`config.mk`:
```
export PLATFORM = sky130hd
export DESIGN_NAME = rvm_monitor
export DESIGN_NICKNAME = d
export VERILOG_FILES = /design/src/hdl/rvm_pkg.sv /design/src/hdl/rvm_tick.sv /design/src/hdl/rvm_filter.sv /design/src/hdl/rvm_monitor.sv
export SDC_FILE = /design/constraint.sdc
export NUM_CORES = 1
export LEC_CHECK = 0
export BUFFER_PORTS_ARGS = -buffer_cell sky130_fd_sc_hd__buf_2
export CAP_MARGIN = 30
export CORE_AREA = 3 3 269 271
export DETAILED_ROUTE_END_ITERATION = 8
export DIE_AREA = 0 0 272 274
export PLACE_DENSITY = 0.62
export REMOVE_ABC_BUFFERS = 1
export SETUP_SLACK_MARGIN = 0.5
export SYNTH_ARGS = -nofsm -noshare
export SYNTH_HDL_FRONTEND = slang
export SYNTH_HIERARCHICAL = 1
export SYNTH_SLANG_ARGS = --single-unit
```
`constraint.sdc`:
```
create_clock -name CLK_IN -period 11.8 [get_ports CLK_IN]
set_clock_uncertainty 0.15 [all_clocks]
set_input_delay 1.77 -clock CLK_IN [delete_from_list [all_inputs] [get_ports CLK_IN]]
set_output_delay 1.77 -clock CLK_IN [all_outputs]
set_load 0.02 [all_outputs]
```
`src/hdl/rvm_pkg.sv`:
```
// Shared constants for the regulator voltage monitor.
package rvm_pkg;

  // ----------------------------------------
  // Structure
  // ----------------------------------------
  localparam int NUM_SW  = 7;
  localparam int NUM_LIN = 4;
  localparam int NUM_REG = NUM_SW + NUM_LIN;
  localparam int TRIP_W  = 2;
  localparam int SEL_W   = 2;
  localparam int DB_W    = 7;

  // ----------------------------------------
  // Timing
  // ----------------------------------------
  localparam int CLK_PERIOD_NS = 10;
  localparam int NS_PER_US     = 1000;
  localparam int TICK_NS       = 1000;
  localparam int TICK_CYC      = (TICK_NS + CLK_PERIOD_NS - 1) / CLK_PERIOD_NS;
  localparam int LOW_DB_US  [4] = '{5, 15, 25, 40};
  localparam int HIGH_DB_US [4] = '{25, 50, 80, 125};

  // ----------------------------------------
  // Register map
  // ----------------------------------------
  localparam logic [7:0] ADDR_CTRL      = 8'h00;
  localparam logic [7:0] ADDR_ENABLE    = 8'h04;
  localparam logic [7:0] ADDR_KEY       = 8'h08;
  localparam logic [7:0] ADDR_STATUS    = 8'h0C;
  localparam logic [7:0] ADDR_IRQ_STAT  = 8'h10;
  localparam logic [7:0] ADDR_IRQ_MASK  = 8'h14;
  localparam logic [7:0] ADDR_TRIP_LOW  = 8'h18;
  localparam logic [7:0] ADDR_TRIP_HIGH = 8'h1C;

  localparam int CTRL_LOW_LSB  = 0;
  localparam int CTRL_HIGH_LSB = 2;
  localparam int CTRL_SECURE   = 4;
  localparam int STAT_HIGH_LSB = 16;

  localparam logic [SEL_W-1:0]   LOW_SEL_RST  = 2'h2;
  localparam logic [SEL_W-1:0]   HIGH_SEL_RST = 2'h0;
  localparam logic [NUM_REG-1:0] ENABLE_RST   = 11'h7FF;
  // Arbitrary unlock value for the secure write sequence.
  localparam logic [31:0]        SECURE_KEY   = 32'h0000_C3A5;

endpackage

```
`src/hdl/rvm_tick.sv`:
```
// One-cycle enable pulse divider for the debounce time base.
`timescale 1ns/1ps
`default_nettype none
module rvm_tick #(
  parameter int DIV = 100
) (
  // Clock and reset
  input  wire logic clk_in,
  input  wire logic rst_in,
  // Pulse
  output logic      tick_out
);
  logic [15:0] cnt_q;

  always_ff @(posedge clk_in or posedge rst_in) begin
    if (rst_in) begin
      cnt_q    <= 16'h0000;
      tick_out <= 1'b0;
    end else if (cnt_q == 16'(DIV - 1)) begin
      cnt_q    <= 16'h0000;
      tick_out <= 1'b1;
    end else begin
      cnt_q    <= cnt_q + 16'h0001;
      tick_out <= 1'b0;
    end
  end
endmodule
`default_nettype wire

```
`src/hdl/rvm_filter.sv`:
```
// Debounce filter for one comparator condition.
`timescale 1ns/1ps
`default_nettype none
module rvm_filter #(
  parameter int CNT_W = 7
) (
  // Clock and reset
  input  wire logic             clk_in,
  input  wire logic             rst_in,
  // Control
  input  wire logic             tick_in,
  input  wire logic             active_in,
  input  wire logic [CNT_W-1:0] limit_in,
  // Condition and result
  input  wire logic             cond_in,
  output logic                  state_out
);
  logic [CNT_W-1:0] cnt_q;

  always_ff @(posedge clk_in or posedge rst_in) begin
    if (rst_in) begin
      cnt_q     <= '0;
      state_out <= 1'b0;
    end else if (!active_in) begin
      cnt_q     <= '0;
      state_out <= 1'b0;
    end else if (cond_in == state_out) begin
      cnt_q <= '0;
    end else if (tick_in) begin
      if (cnt_q >= limit_in - 1'b1) begin
        cnt_q     <= '0;
        state_out <= cond_in;
      end else begin
        cnt_q <= cnt_q + 1'b1;
      end
    end
  end
endmodule
`default_nettype wire

```
`src/hdl/rvm_monitor.sv`:
```
// Regulator voltage monitor: debounce, masking, status and APB registers.
//
// What this block does
// - Supervise seven switching and four linear outputs for low and high voltage.
// - Low trip code 00/01/10/11 selects 95/93/91/89 percent of nominal.
// - High trip code 00/01/10/11 selects 105/107/109/111 percent of nominal.
// - Shared low filter select gives 5, 15, 25 or 40 microseconds.
// - Full register reset loads low filter select with binary 10.
// - Shared high filter select gives 25, 50, 80 or 125 microseconds.
// - Full register reset loads high filter select with binary 00.
// - Per-regulator supervise enable: one supervises, zero stops supervision.
// - All supervise enable bits come up as one.
// - With secure protection set, only secure writes may change supervise enables.
// - A regulator being enabled is masked until it reaches regulation.
// - A disabled monitor forces its low and high status to zero.
`timescale 1ns/1ps
`default_nettype none
module rvm_monitor #(
  parameter int TICK_CYC = rvm_pkg::TICK_CYC
) (
  // Clock and reset
  input  wire logic                           CLK_IN,
  input  wire logic                           RST_IN,
  // APB slave
  input  wire logic                           PSEL_IN,
  input  wire logic                           PENABLE_IN,
  input  wire logic                           PWRITE_IN,
  input  wire logic [7:0]                     PADDR_IN,
  input  wire logic [31:0]                    PWDATA_IN,
  output logic      [31:0]                    PRDATA_OUT,
  output logic                                PREADY_OUT,
  output logic                                PSLVERR_OUT,
  // Comparators and regulator state
  input  wire logic [rvm_pkg::NUM_REG-1:0]    LOW_CMP_IN,
  input  wire logic [rvm_pkg::NUM_REG-1:0]    HIGH_CMP_IN,
  input  wire logic [rvm_pkg::NUM_REG-1:0]    REG_ON_IN,
  input  wire logic [rvm_pkg::NUM_REG-1:0]    REG_READY_IN,
  // Trip code configuration
  input  wire logic [2*rvm_pkg::NUM_SW-1:0]   SWITCHER_LOW_TRIP_CODE_IN,
  input  wire logic [2*rvm_pkg::NUM_LIN-1:0]  LINEAR_LOW_TRIP_CODE_IN,
  input  wire logic [2*rvm_pkg::NUM_SW-1:0]   SWITCHER_HIGH_TRIP_CODE_IN,
  input  wire logic [2*rvm_pkg::NUM_LIN-1:0]  LINEAR_HIGH_TRIP_CODE_IN,
  output logic      [2*rvm_pkg::NUM_REG-1:0]  LOW_TRIP_CODE_OUT,
  output logic      [2*rvm_pkg::NUM_REG-1:0]  HIGH_TRIP_CODE_OUT,
  // Supervision results
  output logic      [rvm_pkg::NUM_REG-1:0]    SUPERVISE_ENABLE_OUT,
  output logic      [rvm_pkg::NUM_REG-1:0]    LOW_VOLTAGE_STATUS_OUT,
  output logic      [rvm_pkg::NUM_REG-1:0]    HIGH_VOLTAGE_STATUS_OUT,
  output logic                                IRQ_OUT
);
  localparam int N  = rvm_pkg::NUM_REG;
  localparam int SW = rvm_pkg::SEL_W;
  localparam int DW = rvm_pkg::DB_W;

  // ----------------------------------------
  // Declarations
  // ----------------------------------------
  logic [SW-1:0] low_sel_q;
  logic [SW-1:0] high_sel_q;
  logic          secure_q;
  logic          armed_q;
  logic [N-1:0]  sup_en_q;
  logic [N-1:0]  mask_q;
  logic [N-1:0]  reg_on_q;
  logic [N-1:0]  on_rise;
  logic [N-1:0]  new_mask;
  logic [N-1:0]  active;
  logic [N-1:0]  low_prev_q;
  logic [N-1:0]  high_prev_q;
  logic [N-1:0]  irq_low_q;
  logic [N-1:0]  irq_high_q;
  logic [N-1:0]  irqm_low_q;
  logic [N-1:0]  irqm_high_q;
  logic          load_done_q;
  logic          ctrl_wr_q;
  logic          en_wr_q;
  logic          tick;
  logic [DW-1:0] low_limit;
  logic [DW-1:0] high_limit;
  logic          acc;
  logic          do_ans;
  logic          do_cmt;
  logic          wr_cmt;
  logic          en_locked;
  logic [31:0]   rd_data;
  logic          rd_err;

  // ----------------------------------------
  // Filter time lookup
  // ----------------------------------------
  // A filter time is a least time, so it rounds up to whole ticks.
  function automatic logic [DW-1:0] db_ticks(input int us);
    int ns;
    ns = us * rvm_pkg::NS_PER_US;
    return DW'((ns + rvm_pkg::TICK_NS - 1) / rvm_pkg::TICK_NS);
  endfunction

  assign low_limit  = db_ticks(rvm_pkg::LOW_DB_US[low_sel_q]);
  assign high_limit = db_ticks(rvm_pkg::HIGH_DB_US[high_sel_q]);

  rvm_tick #(
    .DIV (TICK_CYC)
  ) u_tick (
    .clk_in   (CLK_IN),
    .rst_in   (RST_IN),
    .tick_out (tick)
  );

  // ----------------------------------------
  // APB decode
  // ----------------------------------------
  // One wait state: the answer is prepared in the first access cycle,
  // and a write takes effect at the edge where PREADY is sampled high.
  assign acc       = PSEL_IN && PENABLE_IN;
  assign do_ans    = acc && !PREADY_OUT;
  assign do_cmt    = acc && PREADY_OUT;
  assign wr_cmt    = do_cmt && PWRITE_IN && !PSLVERR_OUT;
  assign en_locked = secure_q && !armed_q;

  always_comb begin
    rd_data = '0;
    rd_err  = 1'b0;
    case (PADDR_IN)
      rvm_pkg::ADDR_CTRL: begin
        rd_data[rvm_pkg::CTRL_LOW_LSB +: SW]  = low_sel_q;
        rd_data[rvm_pkg::CTRL_HIGH_LSB +: SW] = high_sel_q;
        rd_data[rvm_pkg::CTRL_SECURE]         = secure_q;
      end
      rvm_pkg::ADDR_ENABLE: begin
        rd_data[N-1:0] = sup_en_q;
        rd_err         = PWRITE_IN && en_locked;
      end
      rvm_pkg::ADDR_KEY: begin
        rd_data = '0;
      end
      rvm_pkg::ADDR_STATUS: begin
        rd_data[N-1:0]                       = LOW_VOLTAGE_STATUS_OUT;
        rd_data[rvm_pkg::STAT_HIGH_LSB +: N] = HIGH_VOLTAGE_STATUS_OUT;
      end
      rvm_pkg::ADDR_IRQ_STAT: begin
        rd_data[N-1:0]                       = irq_low_q;
        rd_data[rvm_pkg::STAT_HIGH_LSB +: N] = irq_high_q;
      end
      rvm_pkg::ADDR_IRQ_MASK: begin
        rd_data[N-1:0]                       = irqm_low_q;
        rd_data[rvm_pkg::STAT_HIGH_LSB +: N] = irqm_high_q;
      end
      rvm_pkg::ADDR_TRIP_LOW: begin
        rd_data[2*N-1:0] = LOW_TRIP_CODE_OUT;
      end
      rvm_pkg::ADDR_TRIP_HIGH: begin
        rd_data[2*N-1:0] = HIGH_TRIP_CODE_OUT;
      end
      default: begin
        rd_err = 1'b1;
      end
    endcase
  end

  always_ff @(posedge CLK_IN or posedge RST_IN) begin
    if (RST_IN) begin
      PREADY_OUT  <= 1'b0;
      PSLVERR_OUT <= 1'b0;
      PRDATA_OUT  <= 32'h0000_0000;
    end else if (do_ans) begin
      PREADY_OUT  <= 1'b1;
      PSLVERR_OUT <= rd_err;
      PRDATA_OUT  <= PWRITE_IN ? 32'h0000_0000 : rd_data;
    end else begin
      PREADY_OUT  <= 1'b0;
      PSLVERR_OUT <= 1'b0;
    end
  end

  // ----------------------------------------
  // Control register
  // ----------------------------------------
  always_ff @(posedge CLK_IN or posedge RST_IN) begin
    if (RST_IN) begin
      low_sel_q  <= rvm_pkg::LOW_SEL_RST;
      high_sel_q <= rvm_pkg::HIGH_SEL_RST;
      secure_q   <= 1'b0;
      ctrl_wr_q  <= 1'b0;
    end else if (wr_cmt && PADDR_IN == rvm_pkg::ADDR_CTRL) begin
      low_sel_q  <= PWDATA_IN[rvm_pkg::CTRL_LOW_LSB +: SW];
      high_sel_q <= PWDATA_IN[rvm_pkg::CTRL_HIGH_LSB +: SW];
      secure_q   <= PWDATA_IN[rvm_pkg::CTRL_SECURE];
      ctrl_wr_q  <= 1'b1;
    end
  end

  // ----------------------------------------
  // Secure write sequence
  // ----------------------------------------
  // Writing the key arms exactly one following write; any other write
  // disarms, so a stray access cannot leave the enables unprotected.
  always_ff @(posedge CLK_IN or posedge RST_IN) begin
    if (RST_IN) begin
      armed_q <= 1'b0;
    end else if (do_cmt && PWRITE_IN) begin
      armed_q <= (PADDR_IN == rvm_pkg::ADDR_KEY) && (PWDATA_IN == rvm_pkg::SECURE_KEY);
    end
  end

  // ----------------------------------------
  // Supervise enables
  // ----------------------------------------
  always_ff @(posedge CLK_IN or posedge RST_IN) begin
    if (RST_IN) begin
      sup_en_q <= rvm_pkg::ENABLE_RST;
      en_wr_q  <= 1'b0;
    end else if (wr_cmt && PADDR_IN == rvm_pkg::ADDR_ENABLE) begin
      sup_en_q <= PWDATA_IN[N-1:0];
      en_wr_q  <= 1'b1;
    end
  end

  always_ff @(posedge CLK_IN or posedge RST_IN) begin
    if (RST_IN) begin
      SUPERVISE_ENABLE_OUT <= rvm_pkg::ENABLE_RST;
    end else begin
      SUPERVISE_ENABLE_OUT <= sup_en_q;
    end
  end

  // ----------------------------------------
  // Start-up masking
  // ----------------------------------------
  assign on_rise  = REG_ON_IN & ~reg_on_q;
  assign new_mask = on_rise & ~REG_READY_IN;
  assign active   = sup_en_q & ~mask_q;

  always_ff @(posedge CLK_IN or posedge RST_IN) begin
    if (RST_IN) begin
      reg_on_q <= '0;
      mask_q   <= '0;
    end else begin
      reg_on_q <= REG_ON_IN;
      mask_q   <= (mask_q & ~REG_READY_IN) | new_mask;
    end
  end

  // ----------------------------------------
  // Trip code latch
  // ----------------------------------------
  // Codes are taken once, on the first edge after reset release, and
  // then held so the comparators never see a code change mid-operation.
  always_ff @(posedge CLK_IN or posedge RST_IN) begin
    if (RST_IN) begin
      load_done_q        <= 1'b0;
      LOW_TRIP_CODE_OUT  <= '0;
      HIGH_TRIP_CODE_OUT <= '0;
    end else if (!load_done_q) begin
      load_done_q        <= 1'b1;
      LOW_TRIP_CODE_OUT  <= {LINEAR_LOW_TRIP_CODE_IN, SWITCHER_LOW_TRIP_CODE_IN};
      HIGH_TRIP_CODE_OUT <= {LINEAR_HIGH_TRIP_CODE_IN, SWITCHER_HIGH_TRIP_CODE_IN};
    end
  end

  // ----------------------------------------
  // Per-regulator filters
  // ----------------------------------------
  for (genvar i = 0; i < N; i++) begin : g_reg
    rvm_filter #(
      .CNT_W (DW)
    ) u_low (
      .clk_in    (CLK_IN),
      .rst_in    (RST_IN),
      .tick_in   (tick),
      .active_in (active[i]),
      .limit_in  (low_limit),
      .cond_in   (LOW_CMP_IN[i]),
      .state_out (LOW_VOLTAGE_STATUS_OUT[i])
    );
    rvm_filter #(
      .CNT_W (DW)
    ) u_high (
      .clk_in    (CLK_IN),
      .rst_in    (RST_IN),
      .tick_in   (tick),
      .active_in (active[i]),
      .limit_in  (high_limit),
      .cond_in   (HIGH_CMP_IN[i]),
      .state_out (HIGH_VOLTAGE_STATUS_OUT[i])
    );
  end

  // ----------------------------------------
  // Interrupts
  // ----------------------------------------
  // A status rise in the same cycle as its write-one clear stays set.
  always_ff @(posedge CLK_IN or posedge RST_IN) begin
    if (RST_IN) begin
      low_prev_q  <= '0;
      high_prev_q <= '0;
      irq_low_q   <= '0;
      irq_high_q  <= '0;
    end else begin
      low_prev_q  <= LOW_VOLTAGE_STATUS_OUT;
      high_prev_q <= HIGH_VOLTAGE_STATUS_OUT;
      if (wr_cmt && PADDR_IN == rvm_pkg::ADDR_IRQ_STAT) begin
        irq_low_q  <= (irq_low_q & ~PWDATA_IN[N-1:0])
                      | (LOW_VOLTAGE_STATUS_OUT & ~low_prev_q);
        irq_high_q <= (irq_high_q & ~PWDATA_IN[rvm_pkg::STAT_HIGH_LSB +: N])
                      | (HIGH_VOLTAGE_STATUS_OUT & ~high_prev_q);
      end else begin
        irq_low_q  <= irq_low_q | (LOW_VOLTAGE_STATUS_OUT & ~low_prev_q);
        irq_high_q <= irq_high_q | (HIGH_VOLTAGE_STATUS_OUT & ~high_prev_q);
      end
    end
  end

  always_ff @(posedge CLK_IN or posedge RST_IN) begin
    if (RST_IN) begin
      irqm_low_q  <= '0;
      irqm_high_q <= '0;
    end else if (wr_cmt && PADDR_IN == rvm_pkg::ADDR_IRQ_MASK) begin
      irqm_low_q  <= PWDATA_IN[N-1:0];
      irqm_high_q <= PWDATA_IN[rvm_pkg::STAT_HIGH_LSB +: N];
    end
  end

  always_ff @(posedge CLK_IN or posedge RST_IN) begin
    if (RST_IN) begin
      IRQ_OUT <= 1'b0;
    end else begin
      IRQ_OUT <= |{irq_low_q & irqm_low_q, irq_high_q & irqm_high_q};
    end
  end
endmodule
`default_nettype wire

```
# Word-level counts from Yosys, hierarchy flattened
# Index checks and enable logic that the tools add are counted.
# totals
word_cells,491
register_bits,389
output_inout_bits,112
# op_classes
n_bitwise,24
multipliers,2
muxes,195
n_reduce_logical,40
n_addsub,29
n_div,2
n_eq_ne,108
order_cmp,24
# ops
cell,n
7-bit two-way mux,88
7-bit by 1-bit adder with 7-bit output (second input constant),22
7-bit greater-or-equal comparator,22
32-bit binary-select mux with 2-bit select,2
32-bit two-way mux,4
11-bit AND,10
1-bit two-way mux,91
11-bit NOT,7
2-bit by 1-bit != test with 1-bit output (second input constant),33
3-bit by 1-bit != test with 1-bit output (second input constant),22
3-bit AND reduction,22
32-bit by 11-bit adder with 32-bit output (second input constant),2
32-bit by 11-bit divider with 32-bit output (second input constant),2
32-bit by 8-bit multiplier with 29-bit output (second input constant),2
32-bit by 2-bit subtractor with 32-bit output (second input constant),2
11-bit OR,5
2-bit != test (second input constant),22
6-bit one-hot mux with 6 select lines,1
5-bit one-hot mux with 7 select lines,1
32-bit by 16-bit == test with 1-bit output (second input constant),1
8-bit by 5-bit == test with 1-bit output (second input constant),4
6-bit one-hot mux with 5 select lines,1
27-bit two-way mux,1
1-bit == test,22
other kinds (17),35

# Longest topological paths before layout
# Gate-level depths: netlist of run 1.
# logic_depth
word_depth,14
mapped_depth,28
mapped_depth_nobuf,26

# Modules after synthesis
# The synthesis of run 1 kept the hierarchy.
# modules_own_cells
mod,cells_each,area_each_um2,instances,seq_area_each_um2
rvm_filter,79,665.6,22,200.2
rvm_monitor,899,9628.0,1,4808.4
rvm_tick,70,832.0,1,425.4

# Least setup slack after synthesis of run 1
# OpenSTA, ideal clock, no wires.
# synth_timing
kind,register to register
from,reg high_sel_q[0]
to,reg g_reg[0].u_high.cnt_q[3]
arrival_ns,6.975
path_stages_with_launch,27
period_less_slack_ns,7.207
slack_ns,4.593
required_ns,11.568
setup_time_ns,0.082
path_buffers,1
cell_sequence,dfrtp_1 -> ha_1 -> buf_4 -> inv_1 -> a21oi_1 -> ha_1 -> a21oi_1 -> o22ai_2 -> or4_4 -> a21boi_1 -> o2111ai_1 -> a311o_1 -> nor3b_4 -> and3_1 -> nor3_2 -> or4_4 -> o211ai_2 -> nand4_2 -> nor3_1 -> nand2_1 -> xor2_1 -> ha_1 -> o21ai_0 -> o21ai_1 -> a21oi_4 -> nand3_1 -> a31oi_1
# synth_between
elab_chain_len,14
# synth_rtl
item,line_no,text
from (decl),rvm_monitor.sv:59,logic [SW-1:0] high_sel_q;
from (signal assigned),rvm_monitor.sv:181,high_sel_q <= rvm_pkg::HIGH_SEL_RST;
from (signal assigned),rvm_monitor.sv:186,high_sel_q <= PWDATA_IN[rvm_pkg::CTRL_HIGH_LSB +: SW];
2-bit NOT with 3-bit output (not written as such),rvm_monitor.sv:99,assign high_limit = db_ticks(rvm_pkg::HIGH_DB_US[high_sel_q]);
32-bit binary-select mux with 2-bit select,rvm_monitor.sv:99,
32-bit two-way mux (not written as such) (2 in series),rvm_monitor.sv:99,
32-bit by 8-bit multiplier with 29-bit output,rvm_monitor.sv:94,ns = us * rvm_pkg::NS_PER_US;
32-bit by 11-bit adder with 32-bit output,rvm_monitor.sv:95,return DW'((ns + rvm_pkg::TICK_NS - 1) / rvm_pkg::TICK_NS);
32-bit by 2-bit subtractor with 32-bit output,rvm_monitor.sv:95,
32-bit by 11-bit divider with 32-bit output,rvm_monitor.sv:95,
net high_limit[2],rvm_monitor.sv:79,logic [DW-1:0] high_limit;
7-bit by 1-bit subtractor with 7-bit output,rvm_filter.sv:30,if (cnt_q >= limit_in - 1'b1) begin
7-bit greater-or-equal comparator,rvm_filter.sv:30,
7-bit two-way mux,rvm_filter.sv:30,
7-bit two-way mux,rvm_filter.sv:29,end else if (tick_in) begin
7-bit two-way mux,rvm_filter.sv:27,end else if (cond_in == state_out) begin
7-bit two-way mux,rvm_filter.sv:24,end else if (!active_in) begin
to (signal assigned),rvm_filter.sv:34,cnt_q <= cnt_q + 1'b1;
to (decl),rvm_filter.sv:18,logic [CNT_W-1:0] cnt_q;
# The timed path passes the listed nets, and every way through them passes these cells. The select of a mux whose other input is x is not followed.
# A chain may end at the register's enable or synchronous reset.

# Worst setup path after layout of run 1
# layout_timing
from,reg high_sel_q[1]
to,reg g_reg[2].u_high.cnt_q[3]
# layout_between
elab_chain_len,14
# layout_rtl
item,line_no
2-bit NOT with 3-bit output (not written as such),rvm_monitor.sv:99
32-bit binary-select mux with 2-bit select,rvm_monitor.sv:99
32-bit two-way mux (not written as such) (2 in series),rvm_monitor.sv:99
32-bit by 8-bit multiplier with 29-bit output,rvm_monitor.sv:94
32-bit by 11-bit adder with 32-bit output,rvm_monitor.sv:95
32-bit by 2-bit subtractor with 32-bit output,rvm_monitor.sv:95
32-bit by 11-bit divider with 32-bit output,rvm_monitor.sv:95
net high_limit[2],rvm_monitor.sv:79
7-bit by 1-bit subtractor with 7-bit output,rvm_filter.sv:30
7-bit greater-or-equal comparator,rvm_filter.sv:30
7-bit two-way mux,rvm_filter.sv:30
7-bit two-way mux,rvm_filter.sv:29
7-bit two-way mux,rvm_filter.sv:27
7-bit two-way mux,rvm_filter.sv:24
to (signal assigned),rvm_filter.sv:34
to (decl),rvm_filter.sv:18
# The timed path passes the listed nets, and every way through them passes these cells. The select of a mux whose other input is x is not followed.

==> results.json, run 1 <==
{
  "synth_warnings": 6,
  "gp_congestion": 0.9232,
  "outcome": "finished clean",
  "fp.coreArea_um2": 70030,
  "synth_top_family_by_area": "simple AND/OR/NAND/NOR gates",
  "min_period_over_period": 0.6666,
  "ctsResizeCount": 0,
  "hold_path_class": "reg -> reg",
  "syn_area_um2": 25100,
  "grt_usage": 0.1880,
  "r2r_slack_ps": 3930,
  "required_ps": 12170,
  "ys.flop_type": "dfrtp_1",
  "crit_path_start": "high_sel_q[1]",
  "post-route-min-period_ps": 7866,
  "syn_inst": 2707,
  "remaining_drc_errors": 0,
  "rr_startpoint": "high_sel_q[1]",
  "synth_compound_area_frac": 0.1422,
  "crit_path_end_kind": "register",
  "ir_worst_vdd_mv": 0.1058,
  "wl_met2_mm": 32.97,
  "synth_xor_area_frac": 0.08338,
  "clk-insertion-delay-late_ps": 620,
  "multi_input_area_um2": 14650,
  "hpwl_mm": 52.51,
  "critPathMaxFanout": 27,
  "setup_viol": 0,
  "power_leakage_nw": 12.96,
  "hold_violations": 0,
  "die_h_um": 274,
  "routed_wl_mm": 71.18,
  "async_reset_ff_frac": 1.000,
  "hold_buffers": 0,
  "final.setup.tns_ps": 0,
  "maxSlewHeadroom": 0.3319,
  "ys_seq_area_frac": 0.3839,
  "final_cell_count_no_fill": 3939,
  "rsz0062_at_grt": "no",
  "drv_slew": 0,
  "synth_adder_area_share": 0.1106,
  "endpoint": "g_reg[2].u_high/cnt_q[3]",
  "drt_iter0_drc": 1205,
  "worstPathArrival_ps": 8240,
  "met1_length_mm": 31.79,
  "r2r_cells": 27,
  "overflow": 0,
  "worstSetupStartpointType": "register",
  "maxCapViolCount": 0,
  "synth.top_cell.area_share": 0.3598,
  "final_common_cell": "dfrtp_1",
  "dr_total_vias": 20710,
  "fmax_ghz": 0.1271,
  "ant_nets": 0,
  "die_w_um": 272,
  "muxShareOfSynthArea": 0.04939,
  "nFillCells": 6937,
  "numCtsBuffers": 46,
  "synth.area.top_cells": "dfrtp_1 (36%), ha_1 (11%), xor2_1 (4.9%), nand2_1 (4.6%), mux2_2 (3.7%)",
  "synth-simple-area-share": 0.1969,
  "cts_root_buffer": "clkbuf_16",
  "syn_avg_cell_area_um2": 9.274,
  "yosysTopAreaCell": "dfrtp_1",
  "drive_gt1_frac": 0.1720,
  "grt_pass1_vias": 19970,
  "utilization": 0.4169,
  "cts_setup_buffers": 0,
  "cts_tree": "yes",
  "synth-edff-count": 0,
  "path_class": "reg -> reg",
  "dpl.cell_count": 3849,
  "syn_to_final_growth_pct": 16.31,
  "worstMarginPinSlew_ps": 988.3,
  "grt_pass1_wl_mm": 112.0,
  "highest_layer": "met5",
  "ys_types": 92,
  "power_density_nw_per_um2": 107.5,
  "post_drt_wl_per_cell_um": 18.07,
  "finalNetCount": 3312,
  "ys_ff_latch": 384,
  "cts_buffer_depth": 3,
  "wl_met3_mm": 4.557,
  "numPortBuffers": 239,
  "grt_antenna_before_repair": 13,
  "io_pins": 245,
  "viasPerCell": 5.256,
  "die_area_um2": 74530,
  "grt_max_degree": 70,
  "final-seq-area_um2": 9641,
  "cts.sinks": 384,
  "initial_utilization": 0.3585,
  "hold_depth": 0,
  "layout_common_cells": "dfrtp_1 (359), nand2_1 (305), buf_2 (239)",
  "rows": 97,
  "first_pass_iters": 5,
  "path_clk_slew_ps": 60,
  "r2r-end": "g_reg[2].u_high/cnt_q[3]",
  "cts.htree.levels": 2
}
## where the power goes
part | internal, W | switching [W] | leakage (nW)
logic | 0.0000605 | 0.000115 | 7.11
registers | 0.00134 | 0.0000204 | 5.01
clock network | 0.000991 | 0.000612 | 0.834
total | 0.00239 | 0.000746 | 13.0
## worst min path at each step
stage                           start                       to  slack [ps]
final                     sup_en_q[5]  SUPERVISE_ENABLE_OUT[5]         230
after global placement    sup_en_q[6]  SUPERVISE_ENABLE_OUT[6]         220
after global routing      sup_en_q[9]  SUPERVISE_ENABLE_OUT[9]         240
after floorplan           sup_en_q[0]  SUPERVISE_ENABLE_OUT[0]         210
after detailed placement  sup_en_q[5]  SUPERVISE_ENABLE_OUT[5]         230
after CTS                 sup_en_q[5]  SUPERVISE_ENABLE_OUT[5]         230
## critical path, stage by stage (launching register included)
cell	delay, ps
dfrtp_1	480
ha_2	570
buf_4	430
nor2_1	180
inv_1	140
ha_1	320
o21ai_0	240
and3_2	250
o2111ai_4	190
a21oi_1	490
nor2_1	140
a311o_1	370
nor3b_4	390
a21oi_1	160
nor3_2	360
o21ai_0	150
a211oi_1	290
nand4_2	540
buf_16	370
nor3_1	140
nand2_1	90
xor2_1	150
ha_1	300
o21ai_0	180
o21ai_1	110
a21oi_4	230
nand3_1	130
a31oi_1	210
## metal layers
layer / vias to the layer above / track usage
li1: 10080 / -
met1: 10010 / 0.2492
met2: 502 / 0.3087
met3: 105 / 0.04051
met4: 6 / 0.05450
met5: - / 0
## flip-flops by register name (all words and copies together) (netlist names), 16 cells and up
signal / flops
g.u_high/cnt_q: 77
LOW_TRIP_CODE_OUT: 22
PRDATA_OUT: 27
g.u_low/cnt_q: 77
u_tick/cnt_q: 16
HIGH_TRIP_CODE_OUT: 22
## cell families (layout without fill, tap and decap cells)
| family | count (synthesis) | count (layout) |
|---|---|---|
| compound gates | 538 | 538 |
| xor+xnor | 239 | 239 |
| fa+ha+maj | 222 | 222 |
| buf+inv | 213 | 497 |
| flops | 384 | 384 |
| mux | 113 | 113 |
| other cells | 2 | 10 |
| simple gates | 996 | 996 |
## area by class of cell
type	instances	share of cell area
diodes	4	0.0003428
clock buffers	62	0.04388
clock inverters	24	0.01530
inverters	146	0.01903
multi-input cells	2114	0.5019
flip-flops and latches	384	0.3302
well taps	940	0.04028
repair buffers	265	0.04911
## cells in the mapped netlist (25+ instances only)
cell type  instances
dfrtp_1          361
nand2_1          305
ha_1             222
nor2_1           215
inv_1            146
xor2_1           141
a21oi_1          134
o21ai_0          125
nor3_1            99
xnor2_1           98
nand3_1           87
mux2_2            83
nor2b_1           79
nand4_1           73
o21ai_1           68
clkbuf_1          48
a211oi_1          30
mux2i_1           29
nand3b_1          25
## stage by stage
stage          worst slack (ps)  cell area (um2)  hold WS [ps]  power [W]
6_report                   3934            29200         232.8   0.003137
5_1_grt                    3135            29190         242.1   0.003259
4_1_cts                    4032            29190         234.9   0.003190
3_5_place_dp               4074            27460         225.7   0.001560
3_3_place_gp               3992            27390         223.4   0.001558
2_1_floorplan              4499            24830         212.9   0.001470
Note: power is estimated with default switching activity, not from simulation.
==> inputs of run 2 (changes only) <==
--- a/config.mk
+++ b/config.mk
@@ -10,7 +10,7 @@
 export CORE_AREA = 3 3 269 271
 export DETAILED_ROUTE_END_ITERATION = 8
 export DIE_AREA = 0 0 272 274
-export PLACE_DENSITY = 0.62
+export PLACE_DENSITY = 0.64
 export REMOVE_ABC_BUFFERS = 1
 export SETUP_SLACK_MARGIN = 0.5
 export SYNTH_ARGS = -nofsm -noshare
==> constraint.sdc (replaced) <==
create_clock -name CLK_IN -period 6.9 [get_ports CLK_IN]
set_clock_uncertainty 0.15 [all_clocks]
set_input_delay 1.035 -clock CLK_IN [delete_from_list [all_inputs] [get_ports CLK_IN]]
set_output_delay 1.035 -clock CLK_IN [all_outputs]
set_load 0.02 [all_outputs]
==> run 2 against run 1 <==
  * Clock power rose by 64%
  * Maximum frequency rose by 23%
  * Critical path depth decreased by 1
  * First-iteration DRC count rose by 13%
  * Worst hold slack gained 1.1 ps
  * Global-route usage increased by 0.19 points
  * Sequential share of layout area shrank 0.97 points
  * Largest power group unchanged
==> results.json, run 2 (same netlist as run 1, synthesis figures left out) <==
{
  "cp.depth": 26,
  "hold_violations": 0,
  "cpPeakStageDelay_ps": 520,
  "rr_startpoint": "high_sel_q[0]",
  "io_pins": 245,
  "crit_family": "compound AO/OA/AOI/OAI gates",
  "outcome": "finished clean",
  "rsz0062_at_grt": "yes",
  "power_density_nw_per_um2": 174.9,
  "grt_antenna_before_repair": 9,
  "final_common_cell": "dfrtp_1",
  "crit_path_end_kind": "register",
  "drv_slew": 0,
  "grt_usage": 0.1899,
  "routed_wl_mm": 73.63,
  "grt_pass1_wl_mm": 113.4,
  "cts_root_buffer": "clkbuf_16",
  "numPortBuffers": 239,
  "path_clk_slew_ps": 60,
  "crit_buf_inv": 3,
  "fp.coreArea_um2": 70030,
  "largest_registers": "g.u_high/cnt_q (77), g.u_low/cnt_q (77), PRDATA_OUT (27)",
  "cts.sinks": 384,
  "maxCapViolCount": 0,
  "remaining_drc_errors": 0,
  "initial_utilization": 0.3585,
  "die_w_um": 272,
  "crit_slowest_cell": "or4_4",
  "hpwl_mm": 53.15,
  "drt_iter0_drc": 1362,
  "path_class": "reg -> reg",
  "hold_ws_ps": 233.9,
  "overflow": 0,
  "utilization": 0.4297,
  "r2r_cells": 26,
  "required_ps": 7210,
  "worstSetupStartpointType": "register",
  "worstMarginPinSlew_ps": 1015,
  "endpoint": "g_reg[9].u_high/state_out",
  "cts_buffer_depth": 3,
  "crit_path_start": "high_sel_q[0]",
  "finalNetCount": 3353,
  "min_period_over_period": 0.9232,
  "post-route-min-period_ps": 6370,
  "die_h_um": 274,
  "viasPerCell": 5.304,
  "maxSlewHeadroom": 0.3223,
  "clk-insertion-delay-late_ps": 620,
  "cts_tree": "yes",
  "drive_gt1_frac": 0.2158,
  "worstPathArrival_ps": 6680,
  "setup_viol": 0,
  "r2r_slack_ps": 530,
  "layout_common_cells": "dfrtp_1 (357), nand2_1 (303), buf_2 (239)",
  "grt_max_degree": 87,
  "power_leakage_nw": 13.21,
  "die_area_um2": 74530,
  "ant_nets": 0,
  "dr_total_vias": 21110,
  "syn_to_final_growth_pct": 19.87,
  "rows": 97,
  "r2r-end": "g_reg[9].u_high/state_out",
  "post_drt_wl_per_cell_um": 18.50,
  "critPathMaxFanout": 8,
  "gp_congestion": 0.9237,
  "hold_path_class": "reg -> reg",
  "numCtsBuffers": 46,
  "ir_worst_vdd_mv": 0.1928,
  "first_pass_iters": 5,
  "fmax_ghz": 0.1570,
  "grt_pass1_vias": 19980,
  "min-delay-start": "sup_en_q[5]",
  "cts.htree.levels": 2
}
==> run 2: worst min path at each step <==
stage	end	slack [ps]	cells after the start
after floorplan	SUPERVISE_ENABLE_OUT[0]	210	0
after global placement	SUPERVISE_ENABLE_OUT[5]	220	0
after detailed placement	SUPERVISE_ENABLE_OUT[5]	220	0
after CTS	SUPERVISE_ENABLE_OUT[5]	230	0
after global routing	SUPERVISE_ENABLE_OUT[9]	240	0
final	SUPERVISE_ENABLE_OUT[5]	230	0
==> run 2: where the power goes <==
group | switching [W] | total, W | leakage [nW] | internal (W)
sequential | 0.0000348 | 0.00233 | 5.01 | 0.00229
clock | 0.00105 | 0.00263 | 0.802 | 0.00158
combinational | 0.000198 | 0.000304 | 7.40 | 0.000106
total | 0.00129 | 0.00526 | 13.2 | 0.00398
==> run 2: routing by layer <==
layer | track usage | part of all wire | vias to the layer above
met4 | 0.05733 | 0.028 | 4
met2 | 0.3133 | 0.46 | 545
met5 | 0 | 0.00037 | -
met1 | 0.2550 | 0.45 | 10250
li1 | - | - | 10190
met3 | 0.03264 | 0.062 | 124
==> run 2: worst register-to-register path, cell delays in order (launching register included) <==
cell       delay [ps]
dfrtp_2           490
ha_2              240
nor2_4            140
inv_2              90
ha_4              330
a21oi_4            80
o211a_4           260
or4_4             520
a21boi_2          150
o2111ai_2         120
a311o_1           420
nor3b_4           360
a21oi_2           140
o31ai_1           340
o211ai_1          240
a41oi_2           270
nand4_4           240
clkbuf_16         240
nor3_1            130
nand2_1            90
xor2_1            150
ha_1              330
o21ai_2           140
o21ai_2            90
a21oi_4           230
buf_4             150
o21ai_0            70
==> run 2: layout make-up <==
cell class	count	area, um2
fill	6795	39940
multi-input combinational	2114	15220
sequential	384	9643
timing repair buffer	306	1814
clock buffer	66	1326
tap	940	1176
inverter	146	558.0
clock inverter	19	340.3
antenna	5	12.51
==> run 2: what timing repair did <==
action,in CTS,in global routing
gates cloned,0,4
hold buffers,0,0
pin swaps,5,65
setup buffers,6,17
resized for setup,17,132
endpoints found under the setup margin,88,88
==> run 2: metrics by stage <==
step                      cells  setup TNS, ps  area (um2)  setup slack [ps]  power, W
after detailed placement   3863              0       27560             201.5  0.002669
final                      3980              0       30090             530.0  0.005264
after floorplan            2644         -32200       24830            -400.8  0.002513
after global routing       3975              0       30080             201.3  0.005455
after CTS                  3954              0       29350             506.8  0.005339
after global placement     3861              0       27520             304.5  0.002666
